### src/shared/dlct_consts.svh
`ifndef DLCT_CONSTS_SVH
`define DLCT_CONSTS_SVH

// register addresses on the special function register port
`define DLCT_ADDR_CONTROL 8'h88
`define DLCT_ADDR_MODE 8'h89
`define DLCT_ADDR_A_LOW 8'h8A
`define DLCT_ADDR_B_LOW 8'h8B
`define DLCT_ADDR_A_HIGH 8'h8C
`define DLCT_ADDR_B_HIGH 8'h8D
`define DLCT_ADDR_CLK_SEL 8'h8E

// reset values
`define DLCT_RST_BYTE 8'h00

// timer_control fields
`define DLCT_CTL_B_OVF 7
`define DLCT_CTL_B_RUN 6
`define DLCT_CTL_A_OVF 5
`define DLCT_CTL_A_RUN 4

// timer_mode fields
`define DLCT_MOD_B_GATE 7
`define DLCT_MOD_B_COUNT 6
`define DLCT_MOD_B_MODE_HI 5
`define DLCT_MOD_B_MODE_LO 4
`define DLCT_MOD_A_GATE 3
`define DLCT_MOD_A_COUNT 2
`define DLCT_MOD_A_MODE_HI 1
`define DLCT_MOD_A_MODE_LO 0

// timer_clock_select fields
`define DLCT_CKS_D_HIGH 7
`define DLCT_CKS_D_LOW 6
`define DLCT_CKS_C_HIGH 5
`define DLCT_CKS_C_LOW 4
`define DLCT_CKS_B_SYS 3
`define DLCT_CKS_A_SYS 2
`define DLCT_CKS_PRE_HI 1
`define DLCT_CKS_PRE_LO 0

// divider terminal counts (divide ratio minus one)
`define DLCT_DIV4_LAST 2'h3
`define DLCT_DIV12_LAST 4'hB
`define DLCT_DIV48_LAST 6'h2F
`define DLCT_DIV8_LAST 3'h7

`endif

### src/shared/dlct_pkg.sv
package dlct_pkg;

  typedef enum logic [1:0] {
    DLCT_MODE_13BIT = 2'h0,
    DLCT_MODE_16BIT = 2'h1,
    DLCT_MODE_RELOAD = 2'h2,
    DLCT_MODE_SPLIT = 2'h3
  } dlct_mode_t;

  typedef enum logic [1:0] {
    DLCT_PRE_DIV12 = 2'h0,
    DLCT_PRE_DIV4 = 2'h1,
    DLCT_PRE_DIV48 = 2'h2,
    DLCT_PRE_EXT8 = 2'h3
  } dlct_prescale_t;

endpackage

### src/rtl/dlct_prescale.sv
`timescale 1ns/1ps
`default_nettype none
`include "dlct_consts.svh"
module dlct_prescale (
  input wire logic sys_clk,
  input wire logic rst,
  input wire logic ext_rise,
  input wire dlct_pkg::dlct_prescale_t prescale_field,
  output logic pre_tick,
  output logic div12_tick,
  output logic ext8_tick
);
  import dlct_pkg::*;

  logic [1:0] c4_q, c4_d;
  logic [3:0] c12_q, c12_d;
  logic [5:0] c48_q, c48_d;
  logic [2:0] c8_q, c8_d;
  logic div4_tick;
  logic div48_tick;

  assign div4_tick = (c4_q == `DLCT_DIV4_LAST);
  assign div12_tick = (c12_q == `DLCT_DIV12_LAST);
  assign div48_tick = (c48_q == `DLCT_DIV48_LAST);
  // ext edges already synchronised, so this tick lives in the system domain
  assign ext8_tick = ext_rise & (c8_q == `DLCT_DIV8_LAST);

  always_comb begin
    c4_d = div4_tick ? 2'h0 : c4_q + 2'h1;
    c12_d = div12_tick ? 4'h0 : c12_q + 4'h1;
    c48_d = div48_tick ? 6'h00 : c48_q + 6'h01;
    c8_d = ext_rise ? c8_q + 3'h1 : c8_q;
    unique case (prescale_field)
      DLCT_PRE_DIV12: pre_tick = div12_tick;
      DLCT_PRE_DIV4: pre_tick = div4_tick;
      DLCT_PRE_DIV48: pre_tick = div48_tick;
      DLCT_PRE_EXT8: pre_tick = ext8_tick;
    endcase
  end

  always_ff @(posedge sys_clk) begin
    if (rst) begin
      c4_q <= 2'h0;
      c12_q <= 4'h0;
      c48_q <= 6'h00;
      c8_q <= 3'h0;
    end else begin
      c4_q <= c4_d;
      c12_q <= c12_d;
      c48_q <= c48_d;
      c8_q <= c8_d;
    end
  end
endmodule // dlct_prescale
`default_nettype wire

### src/rtl/dlct_sync_edge.sv
`timescale 1ns/1ps
`default_nettype none
module dlct_sync_edge (
  input wire logic sys_clk,
  input wire logic rst,
  input wire logic pin,
  output logic level,
  output logic fall,
  output logic rise
);
  import dlct_pkg::*;

  logic [2:0] sh_q;
  logic [2:0] sh_d;

  always_comb begin
    sh_d = {sh_q[1:0], pin};
  end

  always_ff @(posedge sys_clk) begin
    if (rst) begin
      sh_q <= 3'h0;
    end else begin
      sh_q <= sh_d;
    end
  end

  // stage 0 feeds only stage 1
  assign level = sh_q[1];
  assign fall = sh_q[2] & ~sh_q[1];
  assign rise = ~sh_q[2] & sh_q[1];
endmodule // dlct_sync_edge
`default_nettype wire

### src/rtl/dlct_top.sv
`timescale 1ns/1ps
`default_nettype none
`include "dlct_consts.svh"
// Behaviour
// - timer A counts when run and gate allow
// - run bit never clears or preloads counts
// - timer B mirrors A with own controls
// - mode 1 is a full 16-bit counter
// - mode 2 reloads low from high, flags
// - set overflow flag raises enabled interrupt
// - split mode: A low byte, A controls
// - split mode: A high byte, B run/flag
// - B runs unflagged, timer-only, pulse still out
// - B in mode 3 is stopped
// - two-bit mode fields at bits 1-0, 5-4
// - counter select counts pin falling edges
// - gate bits 7 and 3 need gate input
// - clock select: system or prescaled clock
// - prescale field picks 12, 4, 48, ext/8
// - external divided clock synchronised first
// - high-byte selects used only in split mode
// - low-byte selects pick system or ext-select clock
// - B overflow flag at control bit 7
// - mode 0 counts high byte plus five bits
module dlct_top (
  input wire logic sys_clk,
  input wire logic rst,
  input wire logic [7:0] sfr_addr,
  input wire logic sfr_wr,
  input wire logic sfr_rd,
  input wire logic [7:0] sfr_wdata,
  output logic [7:0] sfr_rdata,
  input wire logic event_pin_a,
  input wire logic event_pin_b,
  input wire logic gate_input_a,
  input wire logic gate_input_b,
  input wire logic gate_a_polarity,
  input wire logic gate_b_polarity,
  input wire logic ext_osc_clk,
  input wire logic tmr_a_irq_enable,
  input wire logic tmr_b_irq_enable,
  input wire logic tmr_a_irq_ack,
  input wire logic tmr_b_irq_ack,
  input wire logic tmr_c_ext_clk_select,
  input wire logic tmr_c_split,
  input wire logic tmr_d_ext_clk_select,
  input wire logic tmr_d_split,
  output logic tmr_a_irq,
  output logic tmr_b_irq,
  output logic tmr_a_overflow_pulse,
  output logic tmr_b_overflow_pulse,
  output logic tmr_c_low_tick,
  output logic tmr_c_high_tick,
  output logic tmr_d_low_tick,
  output logic tmr_d_high_tick
);
  import dlct_pkg::*;

  // one count step for modes 0-2; bit 16 is the overflow
  function automatic logic [16:0] dlct_step(
    input dlct_mode_t mode,
    input logic [7:0] th,
    input logic [7:0] tl
  );
    logic [13:0] s13;
    logic [16:0] s16;
    logic [8:0] s8;
    s13 = {1'b0, th, tl[4:0]} + 14'h0001;
    s16 = {1'b0, th, tl} + 17'h0_0001;
    s8 = {1'b0, tl} + 9'h001;
    unique case (mode)
      // upper low-byte bits are left alone in 13-bit mode
      DLCT_MODE_13BIT: dlct_step = {s13[13], s13[12:5], tl[7:5], s13[4:0]};
      DLCT_MODE_16BIT: dlct_step = s16;
      DLCT_MODE_RELOAD: dlct_step = s8[8] ? {1'b1, th, th} : {1'b0, th, s8[7:0]};
      DLCT_MODE_SPLIT: dlct_step = {1'b0, th, tl};
    endcase
  endfunction

  // clock enable of a timer: pin edge, system clock or prescaler
  function automatic logic dlct_src(
    input logic count_sel,
    input logic sys_sel,
    input logic pin_fall,
    input logic pre
  );
    dlct_src = count_sel ? pin_fall : (sys_sel | pre);
  endfunction

  function automatic logic dlct_gate_ok(
    input logic gate_en,
    input logic level,
    input logic polarity
  );
    dlct_gate_ok = ~gate_en | (level == polarity);
  endfunction

  logic [7:0] ctl_q, ctl_d;
  logic [7:0] mod_q, mod_d;
  logic [7:0] cks_q, cks_d;
  logic [7:0] a_lo_q, a_lo_d;
  logic [7:0] a_hi_q, a_hi_d;
  logic [7:0] b_lo_q, b_lo_d;
  logic [7:0] b_hi_q, b_hi_d;
  logic [7:0] rdata_q, rdata_d;
  logic irq_a_q, irq_a_d;
  logic irq_b_q, irq_b_d;
  logic ovp_a_q, ovp_a_d;
  logic ovp_b_q, ovp_b_d;
  logic [3:0] ctk_q, ctk_d;

  logic [4:0] pins;
  logic [4:0] pin_level;
  logic [4:0] pin_fall;
  logic [4:0] pin_rise;
  logic pre_tick;
  logic div12_tick;
  logic ext8_tick;

  dlct_mode_t mode_a;
  dlct_mode_t mode_b;
  logic split_a;
  logic run_a_ok;
  logic run_b_ok;
  logic tick_a;
  logic tick_b;
  logic tick_a_timer;
  logic tick_b_timer;
  logic inc_a;
  logic inc_a_hi;
  logic inc_b;
  logic [16:0] step_a;
  logic [16:0] step_b;
  logic ovf_a;
  logic ovf_a_hi;
  logic ovf_b;
  logic set_a_flag;
  logic set_b_flag;
  logic c_src;
  logic d_src;

  assign pins = {ext_osc_clk, gate_input_b, gate_input_a, event_pin_b, event_pin_a};

  // every pin gets its own two-stage synchroniser
  for (genvar i = 0; i < 5; i++) begin : g_sync
    dlct_sync_edge u_sync (
      .sys_clk(sys_clk),
      .rst(rst),
      .pin(pins[i]),
      .level(pin_level[i]),
      .fall(pin_fall[i]),
      .rise(pin_rise[i])
    );
  end

  dlct_prescale u_pre (
    .sys_clk(sys_clk),
    .rst(rst),
    .ext_rise(pin_rise[4]),
    .prescale_field(dlct_prescale_t'(cks_q[`DLCT_CKS_PRE_HI:`DLCT_CKS_PRE_LO])),
    .pre_tick(pre_tick),
    .div12_tick(div12_tick),
    .ext8_tick(ext8_tick)
  );

  assign mode_a = dlct_mode_t'(mod_q[`DLCT_MOD_A_MODE_HI:`DLCT_MOD_A_MODE_LO]);
  assign mode_b = dlct_mode_t'(mod_q[`DLCT_MOD_B_MODE_HI:`DLCT_MOD_B_MODE_LO]);
  assign split_a = (mode_a == DLCT_MODE_SPLIT);

  assign run_a_ok = ctl_q[`DLCT_CTL_A_RUN]
    & dlct_gate_ok(mod_q[`DLCT_MOD_A_GATE], pin_level[2], gate_a_polarity);
  assign run_b_ok = ctl_q[`DLCT_CTL_B_RUN]
    & dlct_gate_ok(mod_q[`DLCT_MOD_B_GATE], pin_level[3], gate_b_polarity);

  // pin events bypass the clock select bit, which only matters in timer mode
  assign tick_a = dlct_src(mod_q[`DLCT_MOD_A_COUNT], cks_q[`DLCT_CKS_A_SYS],
    pin_fall[0], pre_tick);
  assign tick_b = dlct_src(mod_q[`DLCT_MOD_B_COUNT], cks_q[`DLCT_CKS_B_SYS],
    pin_fall[1], pre_tick);
  assign tick_a_timer = dlct_src(1'b0, cks_q[`DLCT_CKS_A_SYS], 1'b0, pre_tick);
  assign tick_b_timer = dlct_src(1'b0, cks_q[`DLCT_CKS_B_SYS], 1'b0, pre_tick);

  assign inc_a = run_a_ok & tick_a;
  // split high byte: timer only, run by B's run bit, no gate
  assign inc_a_hi = split_a & ctl_q[`DLCT_CTL_B_RUN] & tick_a_timer;
  // with A split, B runs by mode alone and never counts pin events
  assign inc_b = (mode_b != DLCT_MODE_SPLIT)
    & (split_a ? tick_b_timer : (run_b_ok & tick_b));

  assign step_a = dlct_step(mode_a, a_hi_q, a_lo_q);
  assign step_b = dlct_step(mode_b, b_hi_q, b_lo_q);
  assign ovf_a = inc_a & (split_a ? (a_lo_q == 8'hFF) : step_a[16]);
  assign ovf_a_hi = inc_a_hi & (a_hi_q == 8'hFF);
  assign ovf_b = inc_b & step_b[16];
  assign set_a_flag = ovf_a;
  assign set_b_flag = split_a ? ovf_a_hi : ovf_b;

  assign c_src = tmr_c_ext_clk_select ? ext8_tick : div12_tick;
  assign d_src = tmr_d_ext_clk_select ? ext8_tick : div12_tick;

  always_comb begin
    ctl_d = ctl_q;
    mod_d = mod_q;
    cks_d = cks_q;
    a_lo_d = a_lo_q;
    a_hi_d = a_hi_q;
    b_lo_d = b_lo_q;
    b_hi_d = b_hi_q;
    rdata_d = 8'h00;

    // counting resumes from the held value; nothing is preloaded
    if (split_a) begin
      if (inc_a) begin
        a_lo_d = a_lo_q + 8'h01;
      end
      if (inc_a_hi) begin
        a_hi_d = a_hi_q + 8'h01;
      end
    end else if (inc_a) begin
      {a_hi_d, a_lo_d} = step_a[15:0];
    end
    if (inc_b) begin
      {b_hi_d, b_lo_d} = step_b[15:0];
    end

    // a software write beats the count in the same cycle
    if (sfr_wr) begin
      unique case (sfr_addr)
        `DLCT_ADDR_CONTROL: ctl_d = sfr_wdata;
        `DLCT_ADDR_MODE: mod_d = sfr_wdata;
        `DLCT_ADDR_CLK_SEL: cks_d = sfr_wdata;
        `DLCT_ADDR_A_LOW: a_lo_d = sfr_wdata;
        `DLCT_ADDR_A_HIGH: a_hi_d = sfr_wdata;
        `DLCT_ADDR_B_LOW: b_lo_d = sfr_wdata;
        `DLCT_ADDR_B_HIGH: b_hi_d = sfr_wdata;
        default: ctl_d = ctl_q;
      endcase
    end

    // acknowledge clears, but a hardware set in that cycle wins
    if (tmr_a_irq_ack) begin
      ctl_d[`DLCT_CTL_A_OVF] = 1'b0;
    end
    if (tmr_b_irq_ack) begin
      ctl_d[`DLCT_CTL_B_OVF] = 1'b0;
    end
    if (set_a_flag) begin
      ctl_d[`DLCT_CTL_A_OVF] = 1'b1;
    end
    if (set_b_flag) begin
      ctl_d[`DLCT_CTL_B_OVF] = 1'b1;
    end

    if (sfr_rd) begin
      unique case (sfr_addr)
        `DLCT_ADDR_CONTROL: rdata_d = ctl_q;
        `DLCT_ADDR_MODE: rdata_d = mod_q;
        `DLCT_ADDR_CLK_SEL: rdata_d = cks_q;
        `DLCT_ADDR_A_LOW: rdata_d = a_lo_q;
        `DLCT_ADDR_A_HIGH: rdata_d = a_hi_q;
        `DLCT_ADDR_B_LOW: rdata_d = b_lo_q;
        `DLCT_ADDR_B_HIGH: rdata_d = b_hi_q;
        default: rdata_d = 8'h00;
      endcase
    end

    irq_a_d = ctl_d[`DLCT_CTL_A_OVF] & tmr_a_irq_enable;
    irq_b_d = ctl_d[`DLCT_CTL_B_OVF] & tmr_b_irq_enable;
    ovp_a_d = ovf_a;
    // pulse stays for baud and converter users even when the flag is blocked
    ovp_b_d = ovf_b;

    // low select picks the whole timer clock; high select only when split
    ctk_d[0] = cks_q[`DLCT_CKS_C_LOW] | c_src;
    ctk_d[1] = tmr_c_split ? (cks_q[`DLCT_CKS_C_HIGH] | c_src) : ctk_d[0];
    ctk_d[2] = cks_q[`DLCT_CKS_D_LOW] | d_src;
    ctk_d[3] = tmr_d_split ? (cks_q[`DLCT_CKS_D_HIGH] | d_src) : ctk_d[2];
  end

  always_ff @(posedge sys_clk) begin
    if (rst) begin
      ctl_q <= `DLCT_RST_BYTE;
      mod_q <= `DLCT_RST_BYTE;
      cks_q <= `DLCT_RST_BYTE;
      a_lo_q <= `DLCT_RST_BYTE;
      a_hi_q <= `DLCT_RST_BYTE;
      b_lo_q <= `DLCT_RST_BYTE;
      b_hi_q <= `DLCT_RST_BYTE;
      rdata_q <= `DLCT_RST_BYTE;
      irq_a_q <= 1'b0;
      irq_b_q <= 1'b0;
      ovp_a_q <= 1'b0;
      ovp_b_q <= 1'b0;
      ctk_q <= 4'h0;
    end else begin
      ctl_q <= ctl_d;
      mod_q <= mod_d;
      cks_q <= cks_d;
      a_lo_q <= a_lo_d;
      a_hi_q <= a_hi_d;
      b_lo_q <= b_lo_d;
      b_hi_q <= b_hi_d;
      rdata_q <= rdata_d;
      irq_a_q <= irq_a_d;
      irq_b_q <= irq_b_d;
      ovp_a_q <= ovp_a_d;
      ovp_b_q <= ovp_b_d;
      ctk_q <= ctk_d;
    end
  end

  assign sfr_rdata = rdata_q;
  assign tmr_a_irq = irq_a_q;
  assign tmr_b_irq = irq_b_q;
  assign tmr_a_overflow_pulse = ovp_a_q;
  assign tmr_b_overflow_pulse = ovp_b_q;
  assign tmr_c_low_tick = ctk_q[0];
  assign tmr_c_high_tick = ctk_q[1];
  assign tmr_d_low_tick = ctk_q[2];
  assign tmr_d_high_tick = ctk_q[3];
endmodule // dlct_top
`default_nettype wire

### config.mk
export PLATFORM = sky130hd
export DESIGN_NAME = dlct_top
export DESIGN_NICKNAME = d
export VERILOG_FILES = /design/src/shared/dlct_pkg.sv /design/src/rtl/dlct_prescale.sv /design/src/rtl/dlct_sync_edge.sv /design/src/rtl/dlct_top.sv
export VERILOG_INCLUDE_DIRS = /design/src /design/src/shared
export SDC_FILE = /design/constraint.sdc
export NUM_CORES = 1
export LEC_CHECK = 0
export BUFFER_PORTS_ARGS = -buffer_cell sky130_fd_sc_hd__buf_2
export CAP_MARGIN = 25
export CORE_ASPECT_RATIO = 2
export CORE_MARGIN = 1
export CORE_UTILIZATION = 54
export DETAILED_ROUTE_END_ITERATION = 10
export PLACE_DENSITY = 0.76
export SETUP_SLACK_MARGIN = 0.3
export SYNTH_ARGS = -nofsm -noshare
export SYNTH_HDL_FRONTEND = slang
export SYNTH_SLANG_ARGS = --single-unit
### constraint.sdc
create_clock -name sys_clk -period 2.13 [get_ports sys_clk]
set_input_delay 0.426 -clock sys_clk [delete_from_list [all_inputs] [get_ports sys_clk]]
set_output_delay 0.426 -clock sys_clk [all_outputs]
set_load 0.03 [all_outputs]
==> flow_summary_export.csv, run 1 <==
group,metric,value,unit
outcome,outcome,"finished with violations",
outcome,violations,"setup timing",
critical_path,worst-path-buf-inv,1,
pwr,cellPowerDensity,466,nW/um^2
final_layout,area_growth_syn_to_layout,40.9,%
critical_path,slowest_stage,"or4_4",
final_layout,final_util,0.785,
clock_tree,path_clk_slew,80,ps
synth,synth_warnings,0,
critical_path,worstPathRequired,2400,ps
critical_path,cp_top_family,"simple AND/OR/NAND/NOR gates",
synth,syn_nets,797,
global_routing,grtUsageTotal,0.488,
global_routing,grt_max_degree,44,
critical_path,crit_path_max_incr_delay,430,ps
die,core_area,10500,um^2
sta,setup_ws,-42.3,ps
sta,setup-violations-final,9,
placement,placed_area,6930,um^2
sta,fin_crit_sh,1.02,
global_routing,grt_pass1_wl,39500,um
final_layout,regMostFlops,"g_sync.u_sync.sh_q",
final_layout,layout_commonest_cell,"buf_4",
synth,syn_inst,751,
final_layout,final_cell_mix,"buf_4 (119), dfxtp_1 (85), nor2_1 (71)",
global_routing,use_met1,0.437,
die,start_util,0.557,
sta,drv_slew,0,
sta,relSlewSlack,0.458,
die,io-pin-count,51,
pwr,power_switching,1.03,mW
pwr,power,3.85,mW
sta,fmax,460,MHz
global_routing,grt_pass1_vias,7084,
global_routing,antenna_found_initial,1,
hold_path,hp-class,"in -> reg",
global_routing,use_met3,0.268,
pwr,swShare,0.268,
sta,finalClockSkew,9.97,ps
sta,period_minus_slack,2170,ps
sta,rsz0062_at_grt,"yes",
job,drv_cap,0,
clock_tree,clock-sinks,100,
global_routing,use_met2,0.762,
clock_tree,clock_latency,360,ps
synth,syn_area_per_cell,7.83,um^2
clock_tree,cts_htree_levels,3,
drt,ant_nets,0,
critical_path,cp_common_cell,"ha_4",
synth,synth_edf_count,0,
synth,synthFlopType,"dfxtp_1",
drt,routedWlPerCell,26.0,um
synth,synthArstFlopShare,0,
clock_tree,holdBufCountCts,0,
critical_path,startpoint_type,"flop",
final_layout,drive_gt1_frac,0.381,
clock_tree,root_buffer,"clkbuf_16",
sta,finalSetupTns,-190,ps
placement,gp_congestion,0.954,
synth,yosysUniqueCellTypes,67,
final_layout,nFillCells,674,
drt,vias,7182,
critical_path,crit_type,"reg -> reg",
global_routing,busiest_layer,"met2",
global_routing,grt_overflow_total,0,
sta,finalHoldViolations,0,
clock_tree,cts_tree,"built",
final_layout,fin_area,8280,um^2
die,dieArea,11300,um^2
die,rows,53,
pwr,p_leak,3.16,nW
synth,synth_area,5880,um^2
placement,numPortBuffers,50,
critical_path,crit_arrival,2440,ps
clock_tree,clockBufferDepth,2,
critical_path,crit_fanout,4,
drt,finalWirelength,27100,um
sta,tightest_slew,813,ps
drt,drt-pass1-iter-count,8,
pwr,ir_drop,0.000620,V
critical_path,end_kind,"flop",
synth,ys_seq_area_frac,0.341,
die,dieWidth,75.8,um
clock_tree,cts_inserted_buffers,9,
die,die_y,150,um
synth,synth_seq_cells,100,
pwr,clock_power_share,0.430,
drt,via_per_inst,6.89,
drt,drtIter0Drc,888,
pwr,p_int,2.82,mW
final_layout,nets,945,
critical_path,worstPathCellList,"ha_4 > ha_4 > nand4b_1 > and3_4 > a22oi_4 > buf_12 > nand3_4 > or4_4 > a311oi_2",
pwr,power_frac_seq,0.498,
pwr,p_comb_frac,0.072,
final_layout,largest_reg_flops,13,
drt,drc,0,
placement,dp.final_hpwl,16800,um
placement,post-place-ws,-194,ps
repair_timing:
item                                    CTS  global route
pin swaps                                48            30
gates resized for setup                 121            52
endpoints found under the setup margin   38            65
gates cloned                              2             0
buffers inserted                         31            11
logic make-up after synthesis:
family                   Yosys count  synth area share
multiplexers                      28            0.0549
XOR/XNOR                          26            0.0387
adder cells (fa/ha/maj)           11            0.0234
flip-flops                       100             0.341
AO/OA/AOI/OAI                    199             0.227
AND/OR/NAND/NOR                  311             0.266
buffers and inverters             76            0.0498
stage by stage:
stage	cells	hold slack, ps
floorplan	751	404
global placement	981	412
detailed placement	981	439
CTS	1030	274
global route	1041	268
finish	1042	274
cell usage after synthesis (8+ instances only):
master,number,area [um^2]
a211oi_1,22,165
a21oi_1,56,280
a221oi_1,9,78.8
and3_1,15,93.8
clkbuf_1,52,195
dfxtp_1,100,2000
ha_1,11,138
inv_1,19,71.3
mux2i_1,21,210
nand2_1,79,297
nand3_1,41,205
nand4_1,15,93.8
nor2_1,72,270
nor2b_1,19,119
nor3_1,17,85.1
nor3b_1,8,60.1
o21ai_0,35,175
o22ai_1,10,62.6
xnor2_1,13,114
xor2_1,13,114
final timing paths:
kind | end | startpoint | slack (ps) | cells after the start
hold reg to reg | g_sync[3].u_sync.sh_q[1] | g_sync[3].u_sync.sh_q[0] | 460 | 1
setup / recovery | b_lo_q[3] | u_pre.c8_q[1] | -40 | 9
setup reg to reg | b_lo_q[3] | u_pre.c8_q[1] | -40 | 9
hold / removal | tmr_a_irq | tmr_a_irq_enable | 270 | 2
per-layer routing:
layer  vias up  routed length, um
met4         0               3130
met1      3288               8280
li1       3043                  -
met2       584              12800
met5         -                  0
met3       267               2890
power groups by stage:
stage,combinational [mW],sequential [mW],clock (mW)
after floorplan,0.121,1.95,0
after global placement,0.222,1.95,0
after detailed placement,0.228,1.95,0
after CTS,0.243,1.91,1.65
after global routing,0.294,1.92,1.71
final,0.279,1.92,1.66
layout make-up:
class	instances	area (um^2)	area share
multi-input cells	575	4260	0.515
flip-flops and latches	100	2030	0.246
repair buffers	194	1450	0.175
clock buffers	9	225	0.0272
well taps	137	171	0.0207
inverters	19	71.3	0.00862
clock inverters	7	67.6	0.00816
diodes	1	2.50	0.000302
No activity file was read; power rests on OpenSTA's default activity.
==> run 2, diff against run 1 <==
--- a/config.mk
+++ b/config.mk
@@ -6,13 +6,14 @@
 export SDC_FILE = /design/constraint.sdc
 export NUM_CORES = 1
 export LEC_CHECK = 0
+export ABC_AREA = 1
 export BUFFER_PORTS_ARGS = -buffer_cell sky130_fd_sc_hd__buf_2
 export CAP_MARGIN = 25
 export CORE_ASPECT_RATIO = 2
 export CORE_MARGIN = 1
-export CORE_UTILIZATION = 54
+export CORE_UTILIZATION = 55
 export DETAILED_ROUTE_END_ITERATION = 10
-export PLACE_DENSITY = 0.76
+export PLACE_DENSITY = 0.77
 export SETUP_SLACK_MARGIN = 0.3
 export SYNTH_ARGS = -nofsm -noshare
 export SYNTH_HDL_FRONTEND = slang
==> run 2 against run 1 <==
Against the previous run: the run now ends clean; global-route usage shrank 7.4 points; flip-flop and latch count is the same; combinational power fell by 17%; largest power group unchanged; die area increased by 9.7%; maximum frequency rose by 15%.
==> flow_summary_export.csv, run 2 <==
group,metric,value,unit
outcome,outcome,"finished clean",
synth,synth.area.top_cells,"dfxtp_1 (30%), nand2_1 (12%), a21oi_1 (6.7%)",
sta,setup-violations-final,0,
final_layout,regArea,2030,um^2
hold_path,hold_depth,3,
drt,wl_met3,2020,um
final_layout,drive_gt1_frac,0.259,
critical_path,startpoint_type,"flop",
final_layout,largest_reg_flops,13,
synth,yosys.area.top_type_share,0.304,
clock_tree,clock-sinks,100,
synth,synth_seq_cells,100,
global_routing,grt_pass1_wl,37900,um
critical_path,crit_arrival,2170,ps
drt,topRoutingLayerUsed,"met4",
final_layout,regMostFlops,"g_sync.u_sync.sh_q",
sta,finalHoldViolations,0,
synth,syn_nets,1058,
critical_path,timing.rr.start,"a_lo_q[7]",
sta,fin_crit_sh,0.887,
synth,synth_top_cell_by_area,"dfxtp_1",
synth,synth_area,6580,um^2
clock_tree,root_buffer,"clkbuf_16",
synth,synth_edf_count,0,
synth,synthFlopType,"dfxtp_1",
die,rows,56,
pwr,p_leak,3.50,nW
sta,drv_slew,0,
die,die_y,157,um
pwr,power,3.78,mW
clock_tree,clock_latency,350,ps
synth,synth_warnings,0,
clock_tree,cts_inserted_buffers,9,
final_layout,area_growth_syn_to_layout,22.6,%
critical_path,reg2reg_slack,240,ps
synth,synthArstFlopShare,0,
critical_path,crit_type,"reg -> reg",
clock_tree,cts_htree_levels,3,
drt,drc,0,
global_routing,grtUsageTotal,0.415,
synth,syn_area_per_cell,6.50,um^2
placement,gp_congestion,1.05,
placement,post-place-ws,140,ps
die,dieWidth,79.3,um
hold_path,hp-class,"in -> reg",
global_routing,grt_pass1_vias,7137,
final_layout,nets,1161,
drt,vias,7602,
final_layout,antenna_cells,0,
job,drv_cap,0,
critical_path,slowest_stage,"nor3_1",
hold_path,whs_endpoint,"g_sync[3].u_sync.sh_q[0]",
drt,wl_met2,12600,um
clock_tree,path_clk_slew,80,ps
die,core_area,11700,um^2
synth,yosysUniqueCellTypes,44,
synth,ys_seq_area_frac,0.304,
drt,drtIter0Drc,598,
final_layout,nFillCells,1050,
drt,drt-pass1-iter-count,6,
final_layout,multi_input_area,4180,um^2
critical_path,worstPathCellList,"nand2_1 > nor2_1 > nand2_4 > nor3_1 > nor2_1 > nand3_1 > nand3_1 > a21oi_1",
synth,yosysMostFrequentCell,"nand2_1",
global_routing,grt_max_degree,32,
critical_path,rr_worst_depth,8,
global_routing,grt_overflow_total,0,
drt,finalWirelength,25300,um
pwr,cellPowerDensity,469,nW/um^2
drt,met1_length,7890,um
placement,numPortBuffers,50,
critical_path,worstPathRequired,2410,ps
die,dieArea,12400,um^2
global_routing,antenna_found_initial,0,
hold_path,hp-start,"gate_input_b",
die,start_util,0.562,
drt,via_per_inst,6.01,
sta,finalSetupTns,0,ps
critical_path,crit_fanout,10,
drt,ant_nets,0,
sta,rsz0062_at_grt,"yes",
synth,syn_inst,1012,
sta,tightest_slew,776,ps
placement,dp.final_hpwl,18400,um
critical_path,crit_path_max_incr_delay,520,ps
sta,setup_ws,241,ps
sta,period_minus_slack,1890,ps
final_layout,final_cell_mix,"nand2_1 (206), inv_1 (102), nor2_1 (94)",
die,io-pin-count,51,
critical_path,end_kind,"flop",
critical_path,r2r_end,"a_lo_q[6]",
clock_tree,clockBufferDepth,2,
sta,relSlewSlack,0.483,
synth,synthTopCellsByCount,"nand2_1 (217), inv_1 (104), dfxtp_1 (100)",
drt,routedWlPerCell,20.0,um
sta,finalClockSkew,6.76,ps
pwr,ir_drop,0.000568,V
sta,fmax,529,MHz
final_layout,layout_commonest_cell,"nand2_1",
clock_tree,cts_tree,"built",
==> run 2: kinds of logic after synthesis <==
logic type | share of synthesized area
flip-flops | 0.304
adder cells (fa/ha/maj) | 0.0209
AND/OR/NAND/NOR | 0.342
buffers and inverters | 0.105
AO/OA/AOI/OAI | 0.190
XOR/XNOR | 0.0373
==> run 2: worst max-delay path by stage <==
stage / end / startpoint / slack, ps
6_report: a_lo_q[6] / a_lo_q[7] / 240
5_1_grt: a_hi_q[0] / u_pre.c8_q[0] / 220
4_1_cts: a_hi_q[1] / mod_q[0] / 280
3_5_place_dp: a_hi_q[1] / u_pre.c8_q[0] / 140
3_3_place_gp: a_hi_q[1] / u_pre.c8_q[0] / 180
2_1_floorplan: a_hi_q[0] / u_pre.c8_q[0] / 380
==> run 2: area by class of cell <==
| type | count | area share |
|---|---|---|
| clock buffers | 9 | 0.0279 |
| clock inverters | 6 | 0.00698 |
| inverters | 139 | 0.0678 |
| multi-input cells | 741 | 0.518 |
| flip-flops and latches | 100 | 0.252 |
| well taps | 145 | 0.0225 |
| repair buffers | 124 | 0.105 |
==> run 2: critical path, delay by kind of cell, from the launching register on <==
| family | cells | cell delay, ps |
|---|---|---|
| compound gates | 1 | 140 |
| flops | 1 | 440 |
| simple gates | 7 | 1250 |
==> run 2: report_power, final <==
part | switching [mW] | internal [mW] | leakage [nW] | total [mW]
Combinational | 0.152 | 0.0793 | 2.54 | 0.232
Clock | 0.820 | 0.813 | 0.136 | 1.63
Sequential | 0.0189 | 1.90 | 0.821 | 1.92
==> run 2: routing by layer <==
| layer | vias up | global-route usage |
|---|---|---|
| met5 | - | 0 |
| met4 | 0 | 0.371 |
| met3 | 197 | 0.125 |
| met2 | 402 | 0.723 |
| met1 | 3470 | 0.375 |
| li1 | 3533 | - |
==> run 2: metrics by stage <==
stage           util  hold slack [ps]  area, um^2  cells
2_1_floorplan      -              388        6580   1012
4_1_cts        0.652              272        7630   1246
6_report       0.689              272        8070   1264
5_1_grt        0.689              286        8070   1264
3_3_place_gp   0.620              389        7250   1229
3_5_place_dp   0.620              393        7250   1229
==> run 2: what timing repair did <==
item                       CTS  global route
cloned                       0             1
setup endpoints to repair   20            37
setup buffers                2            17
gates resized for setup     23            79
hold buffers                 0             0
pin swaps                    7            22
